==> config.mk <==
export PLATFORM = sky130hd
export DESIGN_NAME = sfsp_core
export DESIGN_NICKNAME = d
export VERILOG_FILES = /design/src/shared/sfsp_pkg.sv /design/src/hdl/sfsp_sync.sv /design/src/hdl/sfsp_core.sv
export SDC_FILE = /design/constraint.sdc
export NUM_CORES = 1
export LEC_CHECK = 0
export ABC_CLOCK_PERIOD_IN_PS = 4700
export BUFFER_PORTS_ARGS = -buffer_cell sky130_fd_sc_hd__buf_2
export CAP_MARGIN = 0
export CORE_MARGIN = 2
export CORE_UTILIZATION = 50
export DETAILED_ROUTE_END_ITERATION = 7
export GPL_ROUTABILITY_DRIVEN = 0
export PLACE_DENSITY = 0.73
export SLEW_MARGIN = 20
export SYNTH_ARGS = -nofsm -noshare
export SYNTH_HDL_FRONTEND = slang
export SYNTH_SLANG_ARGS = --single-unit
==> constraint.sdc <==
create_clock -name clock -period 4.7 [get_ports clock]
set_clock_uncertainty 0.15 [all_clocks]
set_input_delay 1.175 -clock clock [delete_from_list [all_inputs] [get_ports clock]]
set_output_delay 1.175 -clock clock [all_outputs]
set_load 0.1 [all_outputs]
==> src/shared/sfsp_pkg.sv <==
// constants, types and reset state of the serial flash status/protect block
package sfsp_pkg;

    localparam logic [7:0] CMD_WRITE_ENABLE  = 8'h06;
    localparam logic [7:0] CMD_WRITE_DISABLE = 8'h04;
    localparam logic [7:0] CMD_STATUS_READ   = 8'h05;
    localparam logic [7:0] CMD_STATUS_WRITE  = 8'h01;
    localparam logic [7:0] CMD_PAGE_PROGRAM  = 8'h02;
    localparam logic [7:0] CMD_SECTOR_ERASE  = 8'hd8;
    localparam logic [7:0] CMD_BULK_ERASE    = 8'hc7;
    localparam logic [7:0] CMD_WAKE_ID       = 8'hab;
    localparam logic [7:0] CMD_MAKER_PART    = 8'h90;
    localparam logic [7:0] ID_START_PART     = 8'h01;

    // byte counts at deselect, at the id header end and at counter saturation
    localparam logic [2:0] LEN_SHORT   = 3'h1;
    localparam logic [2:0] LEN_SWRITE  = 3'h2;
    localparam logic [2:0] LEN_ID_HDR  = 3'h3;
    localparam logic [2:0] LEN_SECTOR  = 3'h4;
    localparam logic [2:0] LEN_PROGRAM = 3'h5;
    localparam logic [2:0] LEN_SAT     = 3'h7;

    // status layout
    localparam int BUSY_POS = 0;
    localparam int WEL_POS  = 1;
    localparam int BP_LSB   = 2;
    localparam int SRP_POS  = 7;

    localparam logic [1:0] BP_RESET  = 2'h0;
    localparam logic       SRP_RESET = 1'b0;

    // timing
    localparam longint unsigned CLK_PERIOD_NS = 50;
    localparam longint unsigned T_W_US  = 10000;
    localparam longint unsigned T_PP_US = 5000;
    localparam longint unsigned T_SE_US = 1000000;
    localparam longint unsigned T_BE_US = 2000000;
    localparam longint unsigned CYC_W  = T_W_US * 1000 / CLK_PERIOD_NS;
    localparam longint unsigned CYC_PP = T_PP_US * 1000 / CLK_PERIOD_NS;
    localparam longint unsigned CYC_SE = T_SE_US * 1000 / CLK_PERIOD_NS;
    localparam longint unsigned CYC_BE = T_BE_US * 1000 / CLK_PERIOD_NS;

    typedef enum logic [1:0] {
        TX_STATUS  = 2'b00,
        TX_PART    = 2'b01,
        TX_ID_PAIR = 2'b10
    } sfsp_tx_t;

    typedef enum logic [1:0] {
        OP_STATUS_WR = 2'b00,
        OP_PROGRAM   = 2'b01,
        OP_SECTOR    = 2'b10,
        OP_BULK      = 2'b11
    } sfsp_op_t;

    typedef struct packed {
        logic        sclk_q;
        logic        cs_q;
        logic [2:0]  bit_cnt;
        logic [2:0]  byte_cnt;
        logic [7:0]  sh_in;
        logic [7:0]  cmd;
        logic [7:0]  wdata;
        logic [7:0]  sh_out;
        logic        tx_en;
        sfsp_tx_t    tx_mode;
        logic        id_sel;
        logic        write_enable_latch;
        logic [1:0]  bp;
        logic        status_protect_bit;
        logic        busy;
        sfsp_op_t    op;
        logic [31:0] busy_cnt;
        logic        so;
        logic        so_oe;
    } sfsp_state_t;

    localparam sfsp_state_t STATE_RESET = '{
        sclk_q: 1'b0, cs_q: 1'b1, bit_cnt: 3'h0, byte_cnt: 3'h0,
        sh_in: 8'h00, cmd: 8'h00, wdata: 8'h00, sh_out: 8'h00,
        tx_en: 1'b0, tx_mode: TX_STATUS, id_sel: 1'b0, write_enable_latch: 1'b0,
        bp: BP_RESET, status_protect_bit: SRP_RESET, busy: 1'b0, op: OP_STATUS_WR,
        busy_cnt: 32'h0, so: 1'b0, so_oe: 1'b0};

endpackage

==> src/hdl/sfsp_sync.sv <==
// three-stage input synchroniser with agreement filter
`timescale 1ns/10ps
module sfsp_sync
    import sfsp_pkg::*;
#(
    parameter logic RST_VAL = 1'b0
)(
    input  wire logic clock,
    input  wire logic rst_n,
    input  wire logic din,
    output logic      dout
);

    typedef struct packed {
        logic s1;
        logic s2;
        logic s3;
        logic q;
    } sfsp_sync_t;

    sfsp_sync_t s;
    sfsp_sync_t n;

    always_comb
    begin
        n    = s;
        n.s1 = din;
        n.s2 = s.s1;
        n.s3 = s.s2;
        // first stage feeds only the second
        if (s.s2 == s.s3)
        begin
            n.q = s.s3;
        end
    end

    always_ff @(posedge clock or negedge rst_n)
    begin
        if (!rst_n)
        begin
            s <= '{RST_VAL, RST_VAL, RST_VAL, RST_VAL};
        end
        else
        begin
            s <= n;
        end
    end

    assign dout = s.q;

endmodule

==> src/hdl/sfsp_core.sv <==
// status register, write latch and protection logic of the serial flash
`timescale 1ns/10ps
module sfsp_core
    import sfsp_pkg::*;
#(
    parameter logic [7:0]  MAKER_CODE = 8'h5a, // arbitrary value
    parameter logic [7:0]  PART_CODE  = 8'ha5, // arbitrary value
    parameter logic [31:0] W_CYCLES   = 32'(CYC_W),
    parameter logic [31:0] PP_CYCLES  = 32'(CYC_PP),
    parameter logic [31:0] SE_CYCLES  = 32'(CYC_SE),
    parameter logic [31:0] BE_CYCLES  = 32'(CYC_BE)
)(
    input  wire logic clock,
    input  wire logic rst_n,
    input  wire logic sclk,
    input  wire logic cs_n,
    input  wire logic serial_in,
    input  wire logic wp_n,
    output logic      serial_out,
    output logic      serial_out_oe
);

    logic        sclk_f;
    logic        cs_f;
    logic        si_f;
    logic        wp_f;
    logic        sclk_rise;
    logic        sclk_fall;
    logic        cs_rise;
    logic        aligned;
    logic        end_ok;
    logic        hardware_protected_mode;
    logic        do_write_enable_cmd;
    logic        do_write_disable_cmd;
    logic        do_status_write_cmd;
    logic        do_pp;
    logic        do_se;
    logic        do_be;
    logic        busy_done;
    logic [7:0]  status;
    logic [7:0]  tx_byte;
    sfsp_state_t s;
    sfsp_state_t n;

    sfsp_sync #(.RST_VAL(1'b0)) u_sync_sclk
    (
        .clock (clock),
        .rst_n (rst_n),
        .din   (sclk),
        .dout  (sclk_f)
    );

    sfsp_sync #(.RST_VAL(1'b1)) u_sync_cs
    (
        .clock (clock),
        .rst_n (rst_n),
        .din   (cs_n),
        .dout  (cs_f)
    );

    sfsp_sync #(.RST_VAL(1'b0)) u_sync_si
    (
        .clock (clock),
        .rst_n (rst_n),
        .din   (serial_in),
        .dout  (si_f)
    );

    // pin reads high until proven low, so hardware protection stays off until then
    sfsp_sync #(.RST_VAL(1'b1)) u_sync_wp
    (
        .clock (clock),
        .rst_n (rst_n),
        .din   (wp_n),
        .dout  (wp_f)
    );

    assign sclk_rise = sclk_f & ~s.sclk_q;
    assign sclk_fall = ~sclk_f & s.sclk_q;
    assign cs_rise   = cs_f & ~s.cs_q;
    assign hardware_protected_mode       = s.status_protect_bit & ~wp_f;
    assign busy_done = s.busy && (s.busy_cnt == 32'h1);

    assign status = {s.status_protect_bit, 3'b000, s.bp, s.write_enable_latch, s.busy};

    assign tx_byte = (s.tx_mode == TX_STATUS) ? status :
                     (s.tx_mode == TX_PART) ? PART_CODE :
                     (s.id_sel ? PART_CODE : MAKER_CODE);

    // write-class instructions are ignored while a cycle runs
    assign aligned = (s.bit_cnt == 3'h0);
    assign end_ok  = cs_rise && !s.busy && aligned;
    assign do_write_enable_cmd = end_ok && (s.cmd == CMD_WRITE_ENABLE)
                     && (s.byte_cnt == LEN_SHORT);
    assign do_write_disable_cmd = end_ok && (s.cmd == CMD_WRITE_DISABLE)
                     && (s.byte_cnt == LEN_SHORT);
    assign do_status_write_cmd = end_ok && (s.cmd == CMD_STATUS_WRITE)
                     && (s.byte_cnt == LEN_SWRITE)
                     && s.write_enable_latch && !hardware_protected_mode;
    assign do_pp   = end_ok && (s.cmd == CMD_PAGE_PROGRAM)
                     && (s.byte_cnt >= LEN_PROGRAM)
                     && s.write_enable_latch && (s.bp == 2'h0);
    assign do_se   = end_ok && (s.cmd == CMD_SECTOR_ERASE)
                     && (s.byte_cnt == LEN_SECTOR)
                     && s.write_enable_latch && (s.bp == 2'h0);
    assign do_be   = end_ok && (s.cmd == CMD_BULK_ERASE)
                     && (s.byte_cnt == LEN_SHORT)
                     && s.write_enable_latch && (s.bp == 2'h0);

    always_comb
    begin
        n        = s;
        n.sclk_q = sclk_f;
        n.cs_q   = cs_f;

        if (s.busy)
        begin
            if (busy_done)
            begin
                n.busy     = 1'b0;
                n.write_enable_latch      = 1'b0;
                n.busy_cnt = 32'h0;
            end
            else
            begin
                n.busy_cnt = s.busy_cnt - 32'h1;
            end
        end

        if (cs_f)
        begin
            n.bit_cnt  = 3'h0;
            n.byte_cnt = 3'h0;
            n.tx_en    = 1'b0;
            n.so_oe    = 1'b0;
        end
        else
        begin
            if (sclk_rise)
            begin
                n.sh_in   = {s.sh_in[6:0], si_f};
                n.bit_cnt = s.bit_cnt + 3'h1;
                if (s.bit_cnt == 3'h7)
                begin
                    if (s.byte_cnt != LEN_SAT)
                    begin
                        n.byte_cnt = s.byte_cnt + 3'h1;
                    end
                    if (s.byte_cnt == 3'h0)
                    begin
                        n.cmd = n.sh_in;
                        // status read is served even while busy
                        if (n.sh_in == CMD_STATUS_READ)
                        begin
                            n.tx_en   = 1'b1;
                            n.tx_mode = TX_STATUS;
                        end
                    end
                    if (s.byte_cnt == LEN_SHORT)
                    begin
                        n.wdata = n.sh_in;
                    end
                    if ((s.byte_cnt == LEN_ID_HDR)
                        && (s.cmd == CMD_WAKE_ID))
                    begin
                        n.tx_en   = 1'b1;
                        n.tx_mode = TX_PART;
                    end
                    if ((s.byte_cnt == LEN_ID_HDR)
                        && (s.cmd == CMD_MAKER_PART))
                    begin
                        n.tx_en   = 1'b1;
                        n.tx_mode = TX_ID_PAIR;
                        n.id_sel  = (n.sh_in == ID_START_PART);
                    end
                end
            end
            if (sclk_fall && s.tx_en)
            begin
                n.so_oe = 1'b1;
                if (s.bit_cnt == 3'h0)
                begin
                    n.so     = tx_byte[7];
                    n.sh_out = {tx_byte[6:0], 1'b0};
                    if (s.tx_mode == TX_ID_PAIR)
                    begin
                        n.id_sel = ~s.id_sel;
                    end
                end
                else
                begin
                    n.so     = s.sh_out[7];
                    n.sh_out = {s.sh_out[6:0], 1'b0};
                end
            end
        end

        if (do_write_enable_cmd)
        begin
            n.write_enable_latch = 1'b1;
        end
        if (do_write_disable_cmd)
        begin
            n.write_enable_latch = 1'b0;
        end
        if (do_status_write_cmd)
        begin
            // bits 6,5,4,1,0 of the data byte are not stored
            n.bp       = s.wdata[BP_LSB +: 2];
            n.status_protect_bit      = s.wdata[SRP_POS];
            n.busy     = 1'b1;
            n.busy_cnt = W_CYCLES;
            n.op       = OP_STATUS_WR;
        end
        if (do_pp)
        begin
            n.busy     = 1'b1;
            n.busy_cnt = PP_CYCLES;
            n.op       = OP_PROGRAM;
        end
        if (do_se)
        begin
            n.busy     = 1'b1;
            n.busy_cnt = SE_CYCLES;
            n.op       = OP_SECTOR;
        end
        if (do_be)
        begin
            n.busy     = 1'b1;
            n.busy_cnt = BE_CYCLES;
            n.op       = OP_BULK;
        end
    end

    always_ff @(posedge clock or negedge rst_n)
    begin
        if (!rst_n)
        begin
            s <= STATE_RESET;
        end
        else
        begin
            s <= n;
        end
    end

    assign serial_out    = s.so;
    assign serial_out_oe = s.so_oe;
endmodule

==> flow_metrics.py, run 1 <==
metrics = {
    "outcome": {
        "status": "finished, final reports clean",
    },
    "floorplanning": {
        "die_x_um": 100,
        "start_util": 0.509,
        "ios": 8,
        "die_area_mm2": 0.0101,
        "die_h_um": 100,
        "core_mm2": 0.00911,
        "rows": 35,
    },
    "synthesis": {
        "yosys_register_bits": 92,
        "syn_inst": 459,
        "synth_top_area_cell": "dfrtp_1",
        "ys_seq_area_frac": 0.499,
        "synth_area_mm2": 0.00463,
        "synth.avg_cell_area_um2": 10.1,
        "synth-edff-count": 0,
        "synth-warning-count": 0,
        "synth.distinct_cells": 60,
        "synth_top_area_frac": 0.448,
        "synthFlopType": "dfrtp_1",
        "async_flop_share": 1.00,
        "syn_nets": 476,
        "synth_area_leaders": "dfrtp_1, dfstp_2, mux2_2",
    },
    "min_path": {
        "hp-class": "flop to flop",
        "hold_end": "u_sync_sclk.n[1]",
        "holdPathStages": 0,
        "hp-start": "u_sync_sclk.n[2]",
    },
    "setup_path": {
        "cp-start-kind": "flop",
        "r2r_end": "s[17]",
        "required_ns": 4.82,
        "worstRegToRegCells": 6,
        "r2r_setup_slack_ns": 1.51,
        "critical_path_class": "flop to flop",
        "endpoint_kind": "flop",
        "critPathArrivalTime_ns": 3.31,
        "path_max_fanout": 18,
        "r2r_start": "s[62]",
    },
    "detailed_routing": {
        "wirelength_mm": 9.71,
        "wl_per_cell_um": 16.8,
        "vias_per_cell": 6.05,
        "num_vias": 3498,
        "drt_iter0_markers": 336,
        "drc_errors": 0,
        "drtPass1Iterations": 5,
        "antenna_left": 0,
    },
    "placement": {
        "placed_area_mm2": 0.00475,
        "hpwlAfterDp_mm": 6.67,
        "portBuffers": 7,
    },
    "sta": {
        "final.setup.tns_ns": 0,
        "timing.hold.ws_ns": 0.205,
        "maxSlewHeadroom": 0.373,
        "setup_viol": 0,
        "rsz0062_at_grt": "false",
        "fin_crit_sh": 0.678,
        "worst_pin_slew_ns": 0.941,
        "maxSlewViolCount": 0,
        "max_freq_ghz": 0.314,
        "hold_violations": 0,
        "fin_crit_ns": 3.19,
    },
    "cells_and_area": {
        "nets": 479,
        "syn_to_final_growth_pct": 7.40,
        "diodes": 0,
        "fillers": 779,
        "drive_gt1_frac": 0.156,
        "finalInstanceArea_mm2": 0.00498,
    },
    "pwr": {
        "p_per_area_mw_per_mm2": 314,
        "peakVddDrop_v": 0.000231,
        "p_leak_nw": 2.23,
        "fin_total_pwr_mw": 1.56,
    },
    "grt": {
        "grt_usage": 0.208,
        "antenna_found_initial": 0,
        "grt_pass1_vias": 3383,
        "overflow": 0,
        "grt_pass1_wl_mm": 16.5,
        "grt_max_degree": 78,
    },
    "clock_network": {
        "cts_tree": "done",
        "post_cts_resized": 0,
        "cts_buffers": 9,
        "clock-sinks": 92,
        "cts_root_buf": "clkbuf_8",
        "clk_path_buf_depth": 2,
        "cts_setup_buffers": 0,
        "postCtsHoldBufs": 0,
        "clk_latency_ns": 0.37,
        "clk_pin_slew_worst_paths_ns": 0.10,
        "htreeDepth": 3,
    },
    "run": {
        "cap_violations": 0,
    },
}
## layout by cell type (no fill, tap or decap), types with 11 or more instances in the layout
cell	count
inv_1	13
nor2_1	54
o21ai_0	21
xor2_1	11
mux2_2	21
a21oi_1	19
nor3_1	26
ha_1	11
nand2_1	37
nor4_1	13
dfrtp_1	83
## layer usage
layer / vias up / global-route usage / share of wire
li1: 1679 / - / -
met1: 1691 / 0.288 / 0.46
met2: 103 / 0.315 / 0.46
met3: 25 / 0.0306 / 0.044
met4: 0 / 0.112 / 0.031
met5: - / 0 / 0
## worst max-delay path by stage
stage	end	start	cells after the start
floorplan	s[10]	s[29]	8
global placement	s[17]	s[62]	6
detailed placement	s[17]	s[62]	6
CTS	s[17]	s[62]	6
global route	s[9]	s[62]	6
finish	s[17]	s[62]	6
## worst max-delay path, cell delays in order, from the launching register on
cell	delay (ns)
dfrtp_1	0.45
or4b_1	0.59
or4b_1	0.61
a21oi_2	0.63
or3_1	0.35
o21ai_0	0.13
a21o_1	0.18
## area by class of cell
class	count	area, um^2	share of cell area
multi-input combinational	335	2180	0.439
clock inverter	7	100	0.0201
clock buffer	9	124	0.0249
tap	111	139	0.0279
timing repair buffer	11	67.6	0.0136
inverter	13	48.8	0.00980
sequential	92	2310	0.465
## synthesized netlist by cell type (all sizes together) (9+ instances only)
master and n:
dfrtp 83, nor4 14, nor2 55, a21oi 20, dfstp 9, o311ai 9, o21ai 22, or4 10
nor3 26, xor2 11, nand2 37, clkbuf 13, inv 13, mux2 21, ha 11
## flip-flops by register name, summed over array words and instances, names as in the netlist, 2 cells and up
signal	flops
u_sync_wp.n	2
u_sync_si.n	2
u_sync_sclk.n	2
u_sync_cs.n	2
s	74
## metrics by stage
stage           util  setup slack [ns]  cells
2_1_floorplan      -              1.90    459
3_3_place_gp   0.522              1.66    562
3_5_place_dp   0.522              1.56    562
4_1_cts        0.546              1.55    578
5_1_grt        0.546              1.33    578
6_report       0.546              1.51    578
## cells by family after synthesis
group,Yosys count,synth area share
buffers and inverters,32,0.0294
multiplexers,24,0.0575
flip-flops,92,0.499
adder cells (fa/ha/maj),15,0.0383
AND/OR/NAND/NOR,191,0.215
AO/OA/AOI/OAI,90,0.132
XOR/XNOR,15,0.0283
## report_power, final
part / leakage (nW) / internal [mW] / switching [mW]
Clock: 0.114 / 0.303 / 0.291
Sequential: 1.22 / 0.834 / 0.0476
Combinational: 0.899 / 0.0396 / 0.0473
Power figures use the tool's default switching activity.
==> run 2: changes to the inputs <==
--- a/config.mk
+++ b/config.mk
@@ -5,7 +5,8 @@
 export SDC_FILE = /design/constraint.sdc
 export NUM_CORES = 1
 export LEC_CHECK = 0
-export ABC_CLOCK_PERIOD_IN_PS = 4700
+export ABC_AREA = 1
+export ABC_CLOCK_PERIOD_IN_PS = 3300
 export BUFFER_PORTS_ARGS = -buffer_cell sky130_fd_sc_hd__buf_2
 export CAP_MARGIN = 0
 export CORE_MARGIN = 2
==> constraint.sdc (replaced) <==
create_clock -name clock -period 3.3 [get_ports clock]
set_clock_uncertainty 0.15 [all_clocks]
set_input_delay 0.825 -clock clock [delete_from_list [all_inputs] [get_ports clock]]
set_output_delay 0.825 -clock clock [all_outputs]
set_load 0.1 [all_outputs]
==> run 2 against run 1 <==
  * Combinational power rose by 85%
  * Non-clock buffer count is 3 lower
  * Clock-buffer cell count rose by 1
  * Setup slack got worse by 0.84 ns
  * Area after synthesis rose by 9.7%
  * Fmax up 21%
  * Routed wire length increased by 14%
  * Hold slack better by 0.0040 ns
  * Sequential cell count stayed put
  * Clock power grew 28%
  * First-iteration DRC count decreased by 26%
  * Register-to-register slack worse by 0.84 ns
  * Critical path type unchanged
==> flow_metrics.py, run 2 <==
metrics = {
    "outcome": {
        "status": "finished, final reports clean",
    },
    "pwr": {
        "power_frac_comb": 0.075,
        "p_switching_uw": 553,
        "p_per_area_mw_per_mm2": 394,
        "internal-power_mw": 1.59,
        "p_leak_nw": 2.85,
        "p_sw_frac": 0.258,
        "clock_power_share": 0.356,
        "peakVddDrop_v": 0.000289,
        "pwr-share-seq": 0.569,
    },
    "detailed_routing": {
        "vias_per_cell": 5.34,
        "antenna_left": 0,
        "drt_iter0_markers": 248,
        "drtPass1Iterations": 7,
        "drc_errors": 0,
        "wl_per_cell_um": 13.7,
        "wirelength_mm": 11.1,
        "num_vias": 4309,
    },
    "synthesis": {
        "synth_top_area_frac": 0.409,
        "synth_area_mm2": 0.00508,
        "synth.distinct_cells": 41,
        "synth_common_cells": "nand2_1, nor2_1, dfrtp_1",
        "synthFlopType": "dfrtp_1",
        "yosys_register_bits": 92,
        "synth-warning-count": 0,
        "synth_top_area_cell": "dfrtp_1",
        "synth_area_leaders": "dfrtp_1, nand2_1, nor2_1",
        "syn_nets": 678,
        "synth.avg_cell_area_um2": 7.69,
        "ys_seq_area_frac": 0.455,
        "syn_inst": 661,
        "yosysMostFrequentCell": "nand2_1",
        "synth-edff-count": 0,
        "async_flop_share": 1.00,
    },
    "floorplanning": {
        "start_util": 0.518,
        "rows": 36,
        "core_mm2": 0.00982,
        "die_h_um": 105,
        "ios": 8,
        "die_x_um": 105,
        "die_area_mm2": 0.0110,
    },
    "grt": {
        "grt_pass1_wl_mm": 19.1,
        "grt_pass1_vias": 4080,
        "grt_usage": 0.213,
        "antenna_found_initial": 0,
        "overflow": 0,
        "grt_max_degree": 50,
    },
    "sta": {
        "setup_viol": 0,
        "rsz0062_at_grt": "false",
        "max_freq_ghz": 0.381,
        "final.setup.tns_ns": 0,
        "fin_crit_sh": 0.796,
        "hold_violations": 0,
        "maxSlewViolCount": 0,
        "worst_pin_slew_ns": 0.873,
        "fin_crit_ns": 2.63,
        "maxSlewHeadroom": 0.416,
    },
    "cells_and_area": {
        "final_cell_mix": "nand2_1, nor2_1, dfrtp_1",
        "drive_gt1_frac": 0.0979,
        "finalInstanceArea_mm2": 0.00543,
        "diodes": 0,
        "regMostFlops": "s",
        "fillers": 947,
        "largest_reg_flops": 74,
        "final_common_cell": "nand2_1",
        "syn_to_final_growth_pct": 6.84,
        "nets": 686,
    },
    "setup_path": {
        "critPathTopFamily": "simple AND/OR/NAND/NOR gates",
        "critPathBufInv": 3,
        "required_ns": 3.38,
        "endpoint_kind": "flop",
        "critPathArrivalTime_ns": 2.70,
        "slowest_delay_ns": 0.45,
        "critical_path_class": "flop to flop",
        "worstPathCellList": "inv_1, ha_1, inv_1, nor2_1, nand2_1, nor2_1, nand4_2, nand4_4, inv_2, nand2_1, o21ai_0",
        "cp-start-kind": "flop",
        "path_max_fanout": 36,
        "slowest_stage": "nand4_4",
    },
    "placement": {
        "hpwlAfterDp_mm": 8.12,
        "placed_area_mm2": 0.00523,
        "portBuffers": 7,
    },
    "clock_network": {
        "clk_path_buf_depth": 2,
        "cts_buffers": 9,
        "post_cts_resized": 0,
        "postCtsHoldBufs": 0,
        "clock-sinks": 92,
        "clk_pin_slew_worst_paths_ns": 0.09,
        "htreeDepth": 3,
        "cts_tree": "done",
        "cts_setup_buffers": 0,
        "clk_latency_ns": 0.36,
        "cts_root_buf": "clkbuf_8",
    },
    "min_path": {
        "hp-class": "flop to flop",
    },
    "run": {
        "cap_violations": 0,
    },
}
## run 2: changes by cell type after synthesis, moves of 11 or more
cell	before	now
nor2_1	54	106
mux2_2	21	0
nor4_1	13	0
clkbuf_1	13	2
nor3_1	26	9
nand2_1	37	167
nand3_1	8	49
inv_1	13	77
o21ai_0	21	41
## run 2: final cells by class
class                           instances  area, um^2  share of cell area
Clock inverter                          6        73.8              0.0136
Inverter                               81         307              0.0564
Sequential cell                        92        2310               0.426
Timing Repair Buffer                    8        57.6              0.0106
Clock buffer                           10         128              0.0235
Tap cell                              133         166              0.0306
Multi-Input combinational cell        477        2390               0.439
## run 2: per-layer routing
metal / part of all wire / up-vias / GRT usage / wire length, um
li1: - / 2127 / - / -
met1: 0.46 / 2036 / 0.295 / 5150
met2: 0.46 / 129 / 0.335 / 5060
met3: 0.060 / 17 / 0.0412 / 669
met4: 0.018 / 0 / 0.0762 / 201
met5: 0 / - / 0 / 0
## run 2: cell families after synthesis
kind of cell,after synthesis,share of synthesized area
and+or+nand+nor,370,0.325
AOI/OAI and AO/OA,79,0.0869
DFF,92,0.455
buffers and inverters,92,0.0761
adders and majority gates,15,0.0349
xor gates and xnor gates,13,0.0224
## run 2: worst reg2reg max path, stage by stage (launching register included)
cell and delay, ns:
dfrtp_1 0.42, inv_1 0.15, ha_1 0.16, inv_1 0.06, nor2_1 0.18, nand2_1 0.07
nor2_1 0.18, nand4_2 0.24, nand4_4 0.45, inv_2 0.24, nand2_1 0.10, o21ai_0 0.10
## run 2: path summary, 6_finish.rpt
| path | start | endpoint | slack (ns) | cells past startpoint |
|---|---|---|---|---|
| worst min register to register | u_sync_cs.n[2] | u_sync_cs.n[1] | 0.21 | 0 |
| min in group asynchronous | rst_n | s[80] | 0.31 | 1 |
| worst max register to register | s[78] | s[12] | 0.67 | 11 |
| max in group asynchronous | rst_n | u_sync_wp.s[1] | 1.97 | 2 |
| worst min-delay path | u_sync_cs.n[2] | u_sync_cs.n[1] | 0.21 | 0 |
| worst max-delay path | s[78] | s[12] | 0.67 | 11 |
## run 2: power by group through the flow
stage	sequential, mW	clock (mW)	combinational (mW)
final	1.22	0.762	0.161
after global routing	1.23	0.834	0.189
after CTS	1.22	0.793	0.164
after detailed placement	1.24	0	0.162
after global placement	1.24	0	0.159
after floorplan	1.23	0	0.108
## run 2: per-stage QoR
stage / setup WS (ns) / util / hold slack [ns] / power, mW / std cells
after floorplan: 1.32 / - / 0.181 / 1.34 / 661
after CTS: 0.702 / 0.553 / 0.210 / 2.18 / 807
after detailed placement: 0.733 / 0.532 / 0.187 / 1.40 / 791
final: 0.675 / 0.553 / 0.209 / 2.14 / 807
after global placement: 0.836 / 0.532 / 0.186 / 1.40 / 791
after global routing: 0.435 / 0.553 / 0.216 / 2.25 / 807
